[src/design/obm_pkg.sv]
// obm_pkg: frame geometry, widths and limits shared by the bit-order mapper files
// assumes one core clock; all figures are fixed at build time
package obm_pkg;
    localparam int unsigned BYTE_W      = 8;
    localparam int unsigned BIT_IDX_W   = 3;
    localparam int unsigned FRAME_ROWS  = 4;
    localparam int unsigned FRAME_COLS  = 3824;
    localparam int unsigned OH_COLS     = 16;
    localparam int unsigned MAX_INST    = 4;
    localparam int unsigned INST_W      = 3;
    localparam int unsigned COL_W       = 14;
    localparam int unsigned ROW_W       = 2;
    localparam int unsigned FIFO_DEPTH  = 16;
    localparam int unsigned FIFO_PTR_W  = 4;

    localparam logic [BIT_IDX_W-1:0] LAST_BIT   = 3'h7;
    localparam logic [BIT_IDX_W-1:0] FIRST_BIT  = 3'h0;
    localparam logic [ROW_W-1:0]     LAST_ROW   = 2'h3;
    localparam logic [INST_W-1:0]    INST_ONE   = 3'h1;
    localparam logic [INST_W-1:0]    INST_MAX   = 3'h4;
    localparam logic [COL_W-1:0]     COLS_ONE   = 14'hEF0;
    localparam logic [COL_W-1:0]     OH_ONE     = 14'h010;
    localparam logic [BYTE_W-1:0]    ZERO_BYTE  = 8'h00;
endpackage : obm_pkg

[src/design/obm_fifo_if.sv]
// obm_fifo_if: byte stream between the client packer and the line serialiser
// assumes both ends sit on core_clk
`timescale 1ns/1ps
`default_nettype none
interface obm_fifo_if #(parameter int unsigned WIDTH = 8);
    logic             push_valid;
    logic             push_ready;
    logic [WIDTH-1:0] push_data;
    logic             pop_valid;
    logic             pop_ready;
    logic [WIDTH-1:0] pop_data;

    modport src  (output push_valid, output push_data, input push_ready);
    modport buf_side (input push_valid, input push_data, output push_ready,
                      output pop_valid, output pop_data, input pop_ready);
    modport snk  (input pop_valid, input pop_data, output pop_ready);
endinterface : obm_fifo_if
`default_nettype wire

[src/design/obm_mapper.sv]
// obm_mapper: packs client constant-bit-rate bits into payload bytes and serialises
// a row/column transport frame onto one line bit per core_clk cycle
// assumes the client source and n_inst sit on core_clk; n_inst in 1..4
// How it works
// - frame leaves row by row, each row from leftmost to rightmost byte
// - each byte goes out most significant bit first
// - most significant bit is bit 1, least significant is bit 8
// - client bits leave on the line in arrival order
// - first client bit lands in bit 1, eighth bit in bit 8 of its byte
// - reserved overhead bits are sent as zero
// - any bit the block does not source is sent as zero
// - a single-rate frame carries exactly one overhead instance
// - an n-fold frame carries n interleaved overhead instances numbered 1 to n
`timescale 1ns/1ps
`default_nettype none
module obm_mapper
    import obm_pkg::*;
(
    // clock and reset
    input  wire logic                        core_clk,
    input  wire logic                        reset_n,
    // configuration
    input  wire logic [obm_pkg::INST_W-1:0]  n_inst,
    // client bit stream
    input  wire logic                        cl_bit,
    input  wire logic                        cl_valid,
    output logic                             cl_ready,
    // line side
    output logic                             line_bit,
    output logic                             line_frame_start,
    output logic                             line_oh,
    output logic                             line_payload_valid,
    output logic [obm_pkg::INST_W-1:0]       line_inst,
    output logic [obm_pkg::ROW_W-1:0]        line_row
);
    import obm_pkg::*;

    // columns of an n-fold interleaved row for a per-instance count
    function automatic logic [COL_W-1:0] scaled_cols(input logic [INST_W-1:0] n,
                                                     input logic [COL_W-1:0]  per);
        scaled_cols = COL_W'(per * n);
    endfunction

    obm_fifo_if #(.WIDTH(BYTE_W)) fq ();

    obm_fifo #(.WIDTH(BYTE_W), .DEPTH(FIFO_DEPTH), .PTR_W(FIFO_PTR_W)) u_fifo (
        .core_clk (core_clk),
        .reset_n  (reset_n),
        .fq       (fq)
    );

    // client packer
    logic [BYTE_W-1:0]    acc_ff, nxt_acc;
    logic [BIT_IDX_W-1:0] pk_cnt_ff, nxt_pk_cnt;
    logic                 lead_bit_ff, nxt_lead_bit;
    logic                 cl_take;

    always_comb
    begin
        // a byte only completes if the fifo can take it, so the client stalls
        cl_ready      = (pk_cnt_ff != LAST_BIT) || fq.push_ready;
        cl_take       = cl_valid && cl_ready;
        fq.push_valid = cl_valid && (pk_cnt_ff == LAST_BIT);
        fq.push_data  = {acc_ff[BYTE_W-2:0], cl_bit};
        nxt_acc       = acc_ff;
        nxt_pk_cnt    = pk_cnt_ff;
        // first bit of each byte, kept apart from the shifter for the packing check
        nxt_lead_bit  = lead_bit_ff;
        if (cl_take)
        begin
            nxt_acc    = {acc_ff[BYTE_W-2:0], cl_bit};
            nxt_pk_cnt = BIT_IDX_W'(pk_cnt_ff + 1'b1);
            if (pk_cnt_ff == FIRST_BIT)
                nxt_lead_bit = cl_bit;
        end
    end

    always_ff @(posedge core_clk or negedge reset_n)
    begin
        if (!reset_n)
        begin
            acc_ff      <= ZERO_BYTE;
            pk_cnt_ff   <= FIRST_BIT;
            lead_bit_ff <= 1'b0;
        end
        else
        begin
            acc_ff      <= nxt_acc;
            pk_cnt_ff   <= nxt_pk_cnt;
            lead_bit_ff <= nxt_lead_bit;
        end
    end

    // line serialiser
    logic [BIT_IDX_W-1:0] bit_ff, nxt_bit;
    logic [COL_W-1:0]     col_ff, nxt_col;
    logic [ROW_W-1:0]     row_ff, nxt_row;
    logic [INST_W-1:0]    n_ff, nxt_n;
    logic [INST_W-1:0]    inst_ff, nxt_inst;
    logic [BYTE_W-1:0]    shift_ff, nxt_shift;
    logic                 line_bit_ff, nxt_line_bit;
    logic                 sof_ff, nxt_sof;
    logic                 oh_ff, nxt_oh;
    logic                 pv_ff, nxt_pv;
    logic [INST_W-1:0]    out_inst_ff, nxt_out_inst;
    logic [ROW_W-1:0]     out_row_ff, nxt_out_row;
    logic                 byte_start;
    logic                 in_oh;
    logic                 frame_end;
    logic [BYTE_W-1:0]    load_byte;

    always_comb
    begin
        byte_start   = (bit_ff == FIRST_BIT);
        in_oh        = (col_ff < scaled_cols(n_ff, OH_ONE));
        frame_end    = (bit_ff == LAST_BIT) && (row_ff == LAST_ROW)
                       && (col_ff == COL_W'(scaled_cols(n_ff, COLS_ONE) - 1'b1));
        fq.pop_ready = byte_start && !in_oh;
        // overhead and starved payload slots carry zeros
        load_byte    = (!in_oh && fq.pop_valid) ? fq.pop_data : ZERO_BYTE;
        nxt_bit      = BIT_IDX_W'(bit_ff + 1'b1);
        nxt_col      = col_ff;
        nxt_row      = row_ff;
        nxt_inst     = inst_ff;
        nxt_n        = n_ff;
        nxt_shift    = {shift_ff[BYTE_W-2:0], 1'b0};
        nxt_line_bit = shift_ff[BYTE_W-1];
        nxt_sof      = 1'b0;
        nxt_oh       = oh_ff;
        nxt_pv       = pv_ff;
        nxt_out_inst = out_inst_ff;
        nxt_out_row  = out_row_ff;
        if (byte_start)
        begin
            // bit 1 of the byte is its msb and leaves first
            nxt_line_bit = load_byte[BYTE_W-1];
            nxt_shift    = {load_byte[BYTE_W-2:0], 1'b0};
            nxt_sof      = (col_ff == '0) && (row_ff == '0);
            nxt_oh       = in_oh;
            nxt_pv       = !in_oh && fq.pop_valid;
            nxt_out_inst = inst_ff;
            nxt_out_row  = row_ff;
        end
        if (bit_ff == LAST_BIT)
        begin
            // instances interleave byte by byte, numbered from one
            nxt_inst = (inst_ff == n_ff) ? INST_ONE : INST_W'(inst_ff + 1'b1);
            nxt_col  = COL_W'(col_ff + 1'b1);
            if (col_ff == COL_W'(scaled_cols(n_ff, COLS_ONE) - 1'b1))
            begin
                nxt_col  = '0;
                nxt_row  = ROW_W'(row_ff + 1'b1);
                nxt_inst = INST_ONE;
            end
        end
        if (frame_end)
        begin
            // a new count only takes hold between frames; out-of-range values are ignored
            if ((n_inst >= INST_ONE) && (n_inst <= INST_MAX))
                nxt_n = n_inst;
        end
    end

    always_ff @(posedge core_clk or negedge reset_n)
    begin
        if (!reset_n)
        begin
            bit_ff      <= FIRST_BIT;
            col_ff      <= '0;
            row_ff      <= '0;
            n_ff        <= INST_ONE;
            inst_ff     <= INST_ONE;
            shift_ff    <= ZERO_BYTE;
            line_bit_ff <= 1'b0;
            sof_ff      <= 1'b0;
            oh_ff       <= 1'b0;
            pv_ff       <= 1'b0;
            out_inst_ff <= INST_ONE;
            out_row_ff  <= '0;
        end
        else
        begin
            bit_ff      <= nxt_bit;
            col_ff      <= nxt_col;
            row_ff      <= nxt_row;
            n_ff        <= nxt_n;
            inst_ff     <= nxt_inst;
            shift_ff    <= nxt_shift;
            line_bit_ff <= nxt_line_bit;
            sof_ff      <= nxt_sof;
            oh_ff       <= nxt_oh;
            pv_ff       <= nxt_pv;
            out_inst_ff <= nxt_out_inst;
            out_row_ff  <= nxt_out_row;
        end
    end

    assign line_bit           = line_bit_ff;
    assign line_frame_start   = sof_ff;
    assign line_oh            = oh_ff;
    assign line_payload_valid = pv_ff;
    assign line_inst          = out_inst_ff;
    assign line_row           = out_row_ff;

    // checks
    a_row_walk: assert property (@(posedge core_clk) disable iff (!reset_n)
        (bit_ff == LAST_BIT && col_ff == COL_W'(scaled_cols(n_ff, COLS_ONE) - 1'b1))
        |=> (col_ff == '0 && row_ff == ROW_W'($past(row_ff) + 1'b1)))
        else $error("row did not advance after its last column");
    a_col_step: assert property (@(posedge core_clk) disable iff (!reset_n)
        (bit_ff == LAST_BIT && col_ff < COL_W'(scaled_cols(n_ff, COLS_ONE) - 1'b1))
        |=> (col_ff == COL_W'($past(col_ff) + 1'b1) && row_ff == $past(row_ff)))
        else $error("column did not step left to right");
    a_msb_first: assert property (@(posedge core_clk) disable iff (!reset_n)
        (fq.pop_ready && fq.pop_valid) |=> line_bit == $past(fq.pop_data[BYTE_W-1]))
        else $error("payload byte did not start with its msb");
    a_byte_bits: assert property (@(posedge core_clk) disable iff (!reset_n)
        (fq.pop_ready && fq.pop_valid)
        |-> ##8 (line_bit == $past(fq.pop_data[0], 8)))
        else $error("payload byte lsb not sent eighth");
    a_byte_pack: assert property (@(posedge core_clk) disable iff (!reset_n)
        (fq.push_valid && fq.push_ready)
        |-> (fq.push_data[0] == cl_bit && fq.push_data[BYTE_W-1] == lead_bit_ff))
        else $error("packed byte does not follow client arrival order");
    a_oh_zero: assert property (@(posedge core_clk) disable iff (!reset_n)
        (byte_start && in_oh) |=> (!line_bit [*8]))
        else $error("overhead byte carried a one");
    a_starve_zero: assert property (@(posedge core_clk) disable iff (!reset_n)
        (byte_start && !in_oh && !fq.pop_valid) |=> (!line_bit [*8]))
        else $error("unsourced payload byte carried a one");
    a_single_inst: assert property (@(posedge core_clk) disable iff (!reset_n)
        (n_ff == INST_ONE) |-> (inst_ff == INST_ONE))
        else $error("single-rate frame shows a second overhead instance");
    a_inst_range: assert property (@(posedge core_clk) disable iff (!reset_n)
        (inst_ff >= INST_ONE) && (inst_ff <= n_ff))
        else $error("overhead instance outside 1 to n");
    a_n_hold: assert property (@(posedge core_clk) disable iff (!reset_n)
        !$past(frame_end) |-> $stable(n_ff))
        else $error("instance count changed inside a frame");

    c_frame_wrap: cover property (@(posedge core_clk) disable iff (!reset_n) frame_end);
    c_multi_inst: cover property (@(posedge core_clk) disable iff (!reset_n)
        inst_ff == INST_MAX && byte_start);
    c_client_stall: cover property (@(posedge core_clk) disable iff (!reset_n)
        cl_valid && !cl_ready);
endmodule : obm_mapper
`default_nettype wire

[src/design/obm_fifo.sv]
// obm_fifo: parameterised synchronous FIFO with registered show-ahead read data
// assumes push and pop share core_clk; reset is asynchronous active low
`timescale 1ns/1ps
`default_nettype none
module obm_fifo #(
    parameter int unsigned WIDTH = 8,
    parameter int unsigned DEPTH = 16,
    parameter int unsigned PTR_W = 4
) (
    // clock and reset
    input  wire logic core_clk,
    input  wire logic reset_n,
    // stream
    obm_fifo_if.buf_side fq
);
    logic [WIDTH-1:0] mem [DEPTH];
    logic [PTR_W-1:0] wr_ptr_ff, nxt_wr_ptr;
    logic [PTR_W-1:0] rd_ptr_ff, nxt_rd_ptr;
    logic [PTR_W:0]   count_ff, nxt_count;
    logic [WIDTH-1:0] rd_data_ff, nxt_rd_data;
    logic             do_push;
    logic             do_pop;

    assign fq.push_ready = (count_ff != DEPTH[PTR_W:0]);
    assign fq.pop_valid  = (count_ff != '0);
    assign fq.pop_data   = rd_data_ff;

    always_comb
    begin
        do_push     = fq.push_valid && fq.push_ready;
        do_pop      = fq.pop_valid && fq.pop_ready;
        nxt_wr_ptr  = do_push ? PTR_W'(wr_ptr_ff + 1'b1) : wr_ptr_ff;
        nxt_rd_ptr  = do_pop ? PTR_W'(rd_ptr_ff + 1'b1) : rd_ptr_ff;
        nxt_count   = count_ff;
        if (do_push && !do_pop)
            nxt_count = (PTR_W+1)'(count_ff + 1'b1);
        else if (do_pop && !do_push)
            nxt_count = (PTR_W+1)'(count_ff - 1'b1);
        // bypass keeps the head correct when the word lands on the slot read next
        if (do_push && (wr_ptr_ff == nxt_rd_ptr))
            nxt_rd_data = fq.push_data;
        else
            nxt_rd_data = mem[nxt_rd_ptr];
    end

    always_ff @(posedge core_clk)
    begin
        if (do_push)
            mem[wr_ptr_ff] <= fq.push_data;
    end

    always_ff @(posedge core_clk or negedge reset_n)
    begin
        if (!reset_n)
        begin
            wr_ptr_ff  <= '0;
            rd_ptr_ff  <= '0;
            count_ff   <= '0;
            rd_data_ff <= '0;
        end
        else
        begin
            wr_ptr_ff  <= nxt_wr_ptr;
            rd_ptr_ff  <= nxt_rd_ptr;
            count_ff   <= nxt_count;
            rd_data_ff <= nxt_rd_data;
        end
    end

    a_fifo_no_overrun: assert property (@(posedge core_clk) disable iff (!reset_n)
        (count_ff == DEPTH[PTR_W:0]) |-> (!fq.push_ready && wr_ptr_ff == rd_ptr_ff))
        else $error("fifo accepted a word while full");
    a_fifo_one_word: assert property (@(posedge core_clk) disable iff (!reset_n)
        (count_ff == '0 && fq.push_valid) |=> (fq.pop_valid && fq.pop_data == $past(fq.push_data)))
        else $error("fifo head differs from word written into empty fifo");
    c_fifo_fills: cover property (@(posedge core_clk) disable iff (!reset_n)
        count_ff == DEPTH[PTR_W:0]);
endmodule : obm_fifo
`default_nettype wire

[config.mk]
export PLATFORM = sky130hd
export DESIGN_NAME = obm_mapper
export DESIGN_NICKNAME = d
export VERILOG_FILES = /design/src/design/obm_pkg.sv /design/src/design/obm_fifo_if.sv /design/src/design/obm_mapper.sv /design/src/design/obm_fifo.sv
export SDC_FILE = /design/constraint.sdc
export NUM_CORES = 1
export LEC_CHECK = 0
export BUFFER_PORTS_ARGS = -buffer_cell sky130_fd_sc_hd__buf_4
export CAP_MARGIN = 20
export CORE_ASPECT_RATIO = 0.8
export CORE_MARGIN = 2
export CORE_UTILIZATION = 55
export DETAILED_ROUTE_END_ITERATION = 12
export GPL_TIMING_DRIVEN = 0
export PLACE_DENSITY = 0.71
export SLEW_MARGIN = 20
export SYNTH_ARGS = -nofsm -noshare
export SYNTH_HDL_FRONTEND = slang
export SYNTH_SLANG_ARGS = --single-unit
[constraint.sdc]
create_clock -name core_clk -period 13.7 [get_ports core_clk]
set_clock_uncertainty 0.1 [all_clocks]
set_input_delay 0.685 -clock core_clk [delete_from_list [all_inputs] [get_ports core_clk]]
set_output_delay 0.685 -clock core_clk [all_outputs]
set_load 0.02 [all_outputs]
==> run metrics, run 1 <==
WL/cell=22.3 um; setup_tns=0 ns; DR top layer=met4; DRT Pass-1 Iters=5; Yosys warnings=0; register area share after synthesis=0.557; reg-to-reg endpoint=n_ff[1]$_DFFE_PN0P_; clk buf depth=2; first-pass GRT wire length=38,100 um; Ports=17; DP Wirelength=17,000 um; num rows=44; hold_buf cts=0; port bufs=16; vias per cell=6.51; type of the worst setup path=flip-flop to flip-flop; Lkg Pwr=4.02 nW; pin count of the biggest net entering global routing=73; area delta synth->final=9.87%; count of final hold-check violations=0; initial antenna violation count=1; worst vdd ir=0.000114 V; switching part of the total=0.265; clock-pin slew on the worst setup and hold paths=0.07 ns; Fillers=1,408; Worst slew margin=0.367; Initial DRC Count=803; Worst setup SP type=flip-flop; core area=18,100 um2; # Post-CTS Setup Buffers=0; Routed WL=24,200 um; Least-Margin Pin Slew=0.946 ns; sequential share of power=0.549; clock root cell=clkbuf_16; crit path DAT=5.69 ns; final setup violation count=0; Total Routing Usage GR=0.257; Synth cell types=63; CP Capture Type=flip-flop; RSZ-0062 raised after global routing=no; ys async rst share=0.360; Internal Power=1.01 mW; cts repair resizes=0; antenna diode count=0; Pwr Total=1.37 mW; remaining antenna violation count=0; top_reg_cell synth=edfxtp_1; final worst-path cycle share=0.399; met2 wire length=10,900 um; Cells after Synth=805; Sw Pwr=0.363 mW; f_max=0.183 GHz; Gate power share=0.096; pwr/cell area=123 nW/um2; Die ar.=19,500 um2; Tmin final=5.47 ns; power share of the clock group=0.355; Final nets=883; number of synthesized flops with an enable pin=128; HP Class=input pin to asynchronous set/reset pin; Clock Sinks=200; slowest CP cell=dfstp_2; layout cells sized above 1=0.137; post-synthesis sequential element count=200; max_cap viols=0; Met3 Routed Length=2050 um; M1 WL=10,700 um; GR Overflow Total=0; worst skew pair latency=0.44 ns; Residual DRC=0; Mapped Area=10,100 um2; Initial Utilization=0.560; Die Span Y=125 um; CTS Buf Count=17; Worst Path Max Fanout=8; CTS tree=done; syn_nets=848; Crit Reg-Reg Startpoint=n_ff[0]$_DFFE_PN1P_; crit-path max cell delay=0.60 ns; H-tree Lvls=4; outcome=complete, no violations; worst-case reg-to-reg path depth=15; max-slew violations=0; vias in the first global route=6,952; r2r setup slk=8.23 ns; WP data required=13.92 ns; routability cong.=0.898; vias=7,048; crit path cell chain=clkbuf_1 > inv_1 > fa_1 > inv_1 > ha_1 > fa_1 > or4_1 > or3_1 > a211oi_1 > o2111ai_1 > nor4_2 > and2_0 > clkbuf_1 > nand2_1 > a22o_1; Die Width=156 um; Syn Area/Cell=12.6 um2
-- power groups by stage --
stage,clock network (mW),logic (mW),registers [mW]
floorplan,0,0.0997,0.740
global placement,0,0.122,0.762
detailed placement,0,0.131,0.766
CTS,0.490,0.132,0.752
global route,0.517,0.149,0.759
finish,0.487,0.131,0.752
-- Yosys cell counts, drive strengths merged, types with 3 or more instances --
cell type	count	area, um2
o32ai	35	307
dfstp	3	78.8
nand4	4	25.0
fa	4	80.1
nand2b	7	43.8
a211oi	6	50.1
o211ai	5	51.3
buf	7	38.8
o21ai	21	105
xor2	16	140
mux2i	39	390
a32oi	7	61.3
mux2	41	462
xnor2	21	184
nor3	31	155
edfxtp	128	3840
nor4	11	81.3
dfrtp	69	1730
o221a	7	78.8
or3	4	25.0
inv	26	97.6
and2	9	56.3
a21oi	19	95.1
and3	4	25.0
nand3	7	35.0
mux4	4	90.1
a22o	24	210
a21o	19	143
o221ai	31	272
or4	5	37.5
clkbuf	42	158
nand2	50	188
ha	32	400
nor2	42	158
-- cell families (layout without fill, tap and decap cells) --
| kind of cell | Yosys count | after routing | share of synthesized area |
|---|---|---|---|
| AND/OR/NAND/NOR | 178 | 178 | 0.0862 |
| flip-flops | 200 | 200 | 0.557 |
| buffers and inverters | 76 | 124 | 0.0294 |
| AO/OA/AOI/OAI | 192 | 192 | 0.150 |
| multiplexers | 84 | 84 | 0.0929 |
| XOR/XNOR | 39 | 39 | 0.0364 |
| adder cells (fa/ha/maj) | 36 | 36 | 0.0474 |
-- critical path, delay by kind of cell (launching register included) --
kind / cells / cell delay (ns)
and+or+nand+nor: 5 / 1.69
adders and majority gates: 3 / 1.28
buffers and inverters: 4 / 0.94
AOI/OAI and AO/OA: 3 / 0.73
DFF: 1 / 0.60
-- state kept, by name, indices dropped and copies added, names as in the netlist --
name,count
acc_ff,7
bit_ff,3
col_ff,14
inst_ff,3
line_bit,1
line_frame_start,1
line_inst,3
line_oh,1
line_payload_valid,1
line_row,2
n_ff,3
pk_cnt_ff,3
row_ff,2
shift_ff,7
u_fifo.count_ff,5
u_fifo.fq.pop_data,8
u_fifo.mem,128
u_fifo.rd_ptr_ff,4
u_fifo.wr_ptr_ff,4
-- cell usage in the layout, fill, tap and decap left out, drive strengths merged, types with 21 or more instances in the layout --
| cell | count |
|---|---|
| edfxtp | 128 |
| dfrtp | 69 |
| clkbuf | 61 |
| nand2 | 50 |
| nor2 | 42 |
| mux2 | 41 |
| mux2i | 39 |
| o32ai | 35 |
| ha | 32 |
| inv | 32 |
| o221ai | 31 |
| nor3 | 31 |
| a22o | 24 |
| buf | 23 |
| xnor2 | 21 |
| o21ai | 21 |
-- per-layer routing --
| layer | global-route usage | vias up |
|---|---|---|
| met4 | 0.0707 | 0 |
| met2 | 0.386 | 292 |
| met5 | 0 | - |
| li1 | - | 3191 |
| met1 | 0.378 | 3523 |
| met3 | 0.0617 | 42 |
-- per-stage QoR --
stage,utilization,worst slack [ns],instance area (um2),instances,hold WS (ns)
2_1_floorplan,-,9.10,10100,805,0.289
3_3_place_gp,0.582,8.45,10500,1051,0.332
3_5_place_dp,0.583,8.35,10600,1051,0.337
4_1_cts,0.615,8.32,11100,1083,0.299
5_1_grt,0.615,7.94,11100,1083,0.351
6_report,0.615,8.23,11100,1083,0.277
-- how the worst max path moves through the flow --
| stage | start | end | slack, ns | depth (start not counted) |
|---|---|---|---|---|
| after global routing | n_ff[0]$_DFFE_PN1P_ | n_ff[1]$_DFFE_PN0P_ | 7.94 | 15 |
| final | n_ff[0]$_DFFE_PN1P_ | n_ff[1]$_DFFE_PN0P_ | 8.23 | 15 |
| after CTS | n_ff[0]$_DFFE_PN1P_ | n_ff[1]$_DFFE_PN0P_ | 8.32 | 15 |
| after detailed placement | n_ff[0]$_DFFE_PN1P_ | n_ff[1]$_DFFE_PN0P_ | 8.35 | 15 |
| after global placement | n_ff[0]$_DFFE_PN1P_ | n_ff[1]$_DFFE_PN0P_ | 8.45 | 15 |
| after floorplan | n_ff[0]$_DFFE_PN1P_ | n_ff[1]$_DFFE_PN0P_ | 9.10 | 15 |
-- area by class of cell --
type / count / area (um2) / area share
Sequential cell: 200 / 5650 / 0.507
Clock buffer: 19 / 464 / 0.0417
Multi-Input combinational cell: 529 / 4210 / 0.378
Buffer: 49 / 196 / 0.0176
Timing Repair Buffer: 16 / 120 / 0.0108
Clock inverter: 13 / 109 / 0.00977
Tap cell: 230 / 288 / 0.0258
Inverter: 27 / 101 / 0.00910
(Power assumes the default switching activity.)
==> inputs of run 2 (changes only) <==
--- a/config.mk
+++ b/config.mk
@@ -5,6 +5,7 @@
 export SDC_FILE = /design/constraint.sdc
 export NUM_CORES = 1
 export LEC_CHECK = 0
+export ABC_AREA = 1
 export BUFFER_PORTS_ARGS = -buffer_cell sky130_fd_sc_hd__buf_4
 export CAP_MARGIN = 20
 export CORE_ASPECT_RATIO = 0.8
==> constraint.sdc (replaced) <==
create_clock -name core_clk -period 5.4 [get_ports core_clk]
set_clock_uncertainty 0.1 [all_clocks]
set_input_delay 0.27 -clock core_clk [delete_from_list [all_inputs] [get_ports core_clk]]
set_output_delay 0.27 -clock core_clk [all_outputs]
set_load 0.02 [all_outputs]
==> run metrics, run 2 <==
Worst Hold Path Cells=3; core area=17,400 um2; r2r setup slk=1.38 ns; Initial Utilization=0.563; Pwr Total=4.16 mW; clk buf depth=2; Routed WL=22,100 um; RSZ-0062 raised after global routing=no; max_cap viols=0; Tmin final=4.02 ns; worst-case reg-to-reg path depth=17; Cells after Synth=971; layout cells sized above 1=0.0948; remaining antenna violation count=0; Final nets=1,053; num rows=43; slowest CP cell=dfstp_2; max FFs per register=128; count leader, synth=nand2_1; HP Class=input pin to flip-flop; DRT Pass-1 Iters=5; count of final hold-check violations=0; gr busiest metal=met1; Worst setup SP type=flip-flop; DP Wirelength=15,100 um; routability cong.=0.934; crit path cell chain=inv_1 > fa_1 > inv_1 > ha_1 > fa_1 > xor2_1 > nor3_1 > inv_1 > nand2_1 > nand2_1 > nand2_1 > nand3_1 > nor2_1 > nand3_1 > buf_2 > o21ai_0 > inv_1; Total Routing Usage GR=0.249; pin count of the biggest net entering global routing=73; type of the worst setup path=flip-flop to flip-flop; Yosys warnings=0; syn_nets=1,014; register area share after synthesis=0.578; clock-pin slew on the worst setup and hold paths=0.08 ns; H-tree Lvls=4; met2 GRT Util=0.347; CP most frequent cell=inv_1; antenna diode count=0; reg-to-reg endpoint=col_ff[13]$_DFFE_PN0N_; Crit Reg-Reg Startpoint=n_ff[0]$_DFFE_PN1P_; Worst Hold Path EP=u_fifo.wr_ptr_ff[0]$_DFFE_PN0P_; CTS tree=done; f_max=0.249 GHz; Synth area leaders=edfxtp_1, dfrtp_1, nand3_1; Fillers=1,415; cell taking the most area after synthesis=edfxtp_1; final worst-path cycle share=0.744; Residual DRC=0; initial antenna violation count=0; first-pass GRT wire length=35,400 um; pwr/cell area=386 nW/um2; Die Span Y=123 um; leading cell type in the layout, fill and taps excluded=nand2_1; synth cell count leaders=nand2_1, nand3_1, inv_1, edfxtp_1, dfrtp_1; Multi-input gate area=3400 um2; WL/cell=17.7 um; crit path DAT=4.26 ns; worst vdd ir=0.000277 V; # Post-CTS Setup Buffers=0; Lkg Pwr=4.82 nW; most frequent cells in the layout=nand2_1, nand3_1, inv_1, edfxtp_1, dfrtp_1; setup_tns=0 ns; number of synthesized flops with an enable pin=128; GR Overflow Total=0; met1 Track Usage GR=0.392; Clock Sinks=200; Least-Margin Pin Slew=0.909 ns; hold path start=cl_valid; CP Capture Type=flip-flop; Initial DRC Count=830; Die Width=153 um; met3 Usage GRT=0.0501; area share of the largest cell type after synthesis=0.393; largest register by flop count=u_fifo.mem; Synth cell types=43; Mapped Area=9780 um2; Cell Count, Final, Fillers Out=1,248; Die ar.=18,900 um2; Register Area=5650 um2; worst skew pair latency=0.44 ns; CTS Buf Count=17; vias=6,896; area delta synth->final=10.3%; clock root cell=clkbuf_16; crit-path max cell delay=0.67 ns; vias in the first global route=6,476; Worst Path Max Fanout=10; vias per cell=5.53; post-synthesis sequential element count=200; top_reg_cell synth=edfxtp_1; cell count after placement=1,212; ys async rst share=0.360; port bufs=16; Ports=17; outcome=complete, no violations; Syn Area/Cell=10.1 um2; WP data required=5.64 ns; final setup violation count=0; Worst slew margin=0.392; max-slew violations=0
==> run 2: cell types whose count changed after synthesis, moves of 15 or more <==
cell | previous run | this run
nand3_1 | 7 | 161
mux2i_1 | 39 | 1
inv_1 | 26 | 144
a21o_1 | 19 | 2
o32ai_1 | 35 | 0
nor3_1 | 31 | 5
o221ai_1 | 31 | 0
mux2_2 | 41 | 7
a22o_1 | 24 | 7
nand2_1 | 50 | 174
buf_2 | 1 | 16
nand3b_1 | 1 | 50
clkbuf_1 | 42 | 11
==> run 2: final cells by class <==
cell class | instances | share of cell area
flip-flops and latches | 200 | 0.524
multi-input cells | 588 | 0.315
inverters | 148 | 0.0520
clock buffers | 20 | 0.0423
well taps | 225 | 0.0261
plain buffers | 35 | 0.0158
repair buffers | 20 | 0.0148
clock inverters | 12 | 0.0101
==> run 2: metal layers <==
layer,share of wire,routed length [um]
met5,0,0
met4,0.018,403
met3,0.087,1910
met2,0.41,9000
met1,0.49,10700
==> run 2: worst max path at each step <==
| stage | slack [ns] | depth (start not counted) | endpoint | from |
|---|---|---|---|---|
| finish | 1.38 | 17 | col_ff[13]$_DFFE_PN0N_ | n_ff[0]$_DFFE_PN1P_ |
| global route | 0.94 | 15 | n_ff[1]$_DFFE_PN0P_ | n_ff[0]$_DFFE_PN1P_ |
| CTS | 1.40 | 17 | col_ff[13]$_DFFE_PN0N_ | n_ff[0]$_DFFE_PN1P_ |
| detailed placement | 1.42 | 17 | col_ff[13]$_DFFE_PN0N_ | n_ff[0]$_DFFE_PN1P_ |
| global placement | 1.45 | 17 | col_ff[13]$_DFFE_PN0N_ | n_ff[0]$_DFFE_PN1P_ |
| floorplan | 2.03 | 16 | row_ff[1]$_DFFE_PN0P_ | n_ff[0]$_DFFE_PN1P_ |
==> run 2: kinds of logic (layout without fill, tap and decap cells) <==
| logic type | after synthesis | count (layout) | share of synthesized area |
|---|---|---|---|
| simple gates | 468 | 468 | 0.231 |
| fa+ha+maj | 36 | 36 | 0.0491 |
| xor+xnor | 26 | 26 | 0.0241 |
| flops | 200 | 200 | 0.578 |
| mux | 8 | 8 | 0.00909 |
| buf+inv | 183 | 235 | 0.0747 |
| compound gates | 50 | 50 | 0.0347 |
==> run 2: worst max-delay path: cells and delay by family (launching register included) <==
family,cells,cell delay [ns]
buf+inv,5,0.70
compound gates,1,0.10
xor+xnor,1,0.20
simple gates,7,0.90
fa+ha+maj,3,1.25
flops,1,0.67
==> run 2: timing repair <==
action | CTS | global route
resized for setup | 0 | 0
hold buffers | 4 | 0
endpoints found under the hold margin | 72 | 0
==> run 2: where the power goes <==
part           switching (mW)  internal (mW)  total, mW
clock network           0.607          0.634       1.24
logic                   0.579          0.311      0.890
registers               0.192           1.84       2.03
total                    1.38           2.79       4.16
==> run 2: stage by stage <==
step	utilization	instance area, um2	hold WS, ns	setup slack (ns)
2_1_floorplan	-	9780	-0.126	2.03
3_3_place_gp	0.586	10200	0.332	1.45
3_5_place_dp	0.586	10200	0.351	1.42
4_1_cts	0.621	10800	0.0774	1.40
5_1_grt	0.621	10800	0.0960	0.937
6_report	0.621	10800	0.0837	1.38
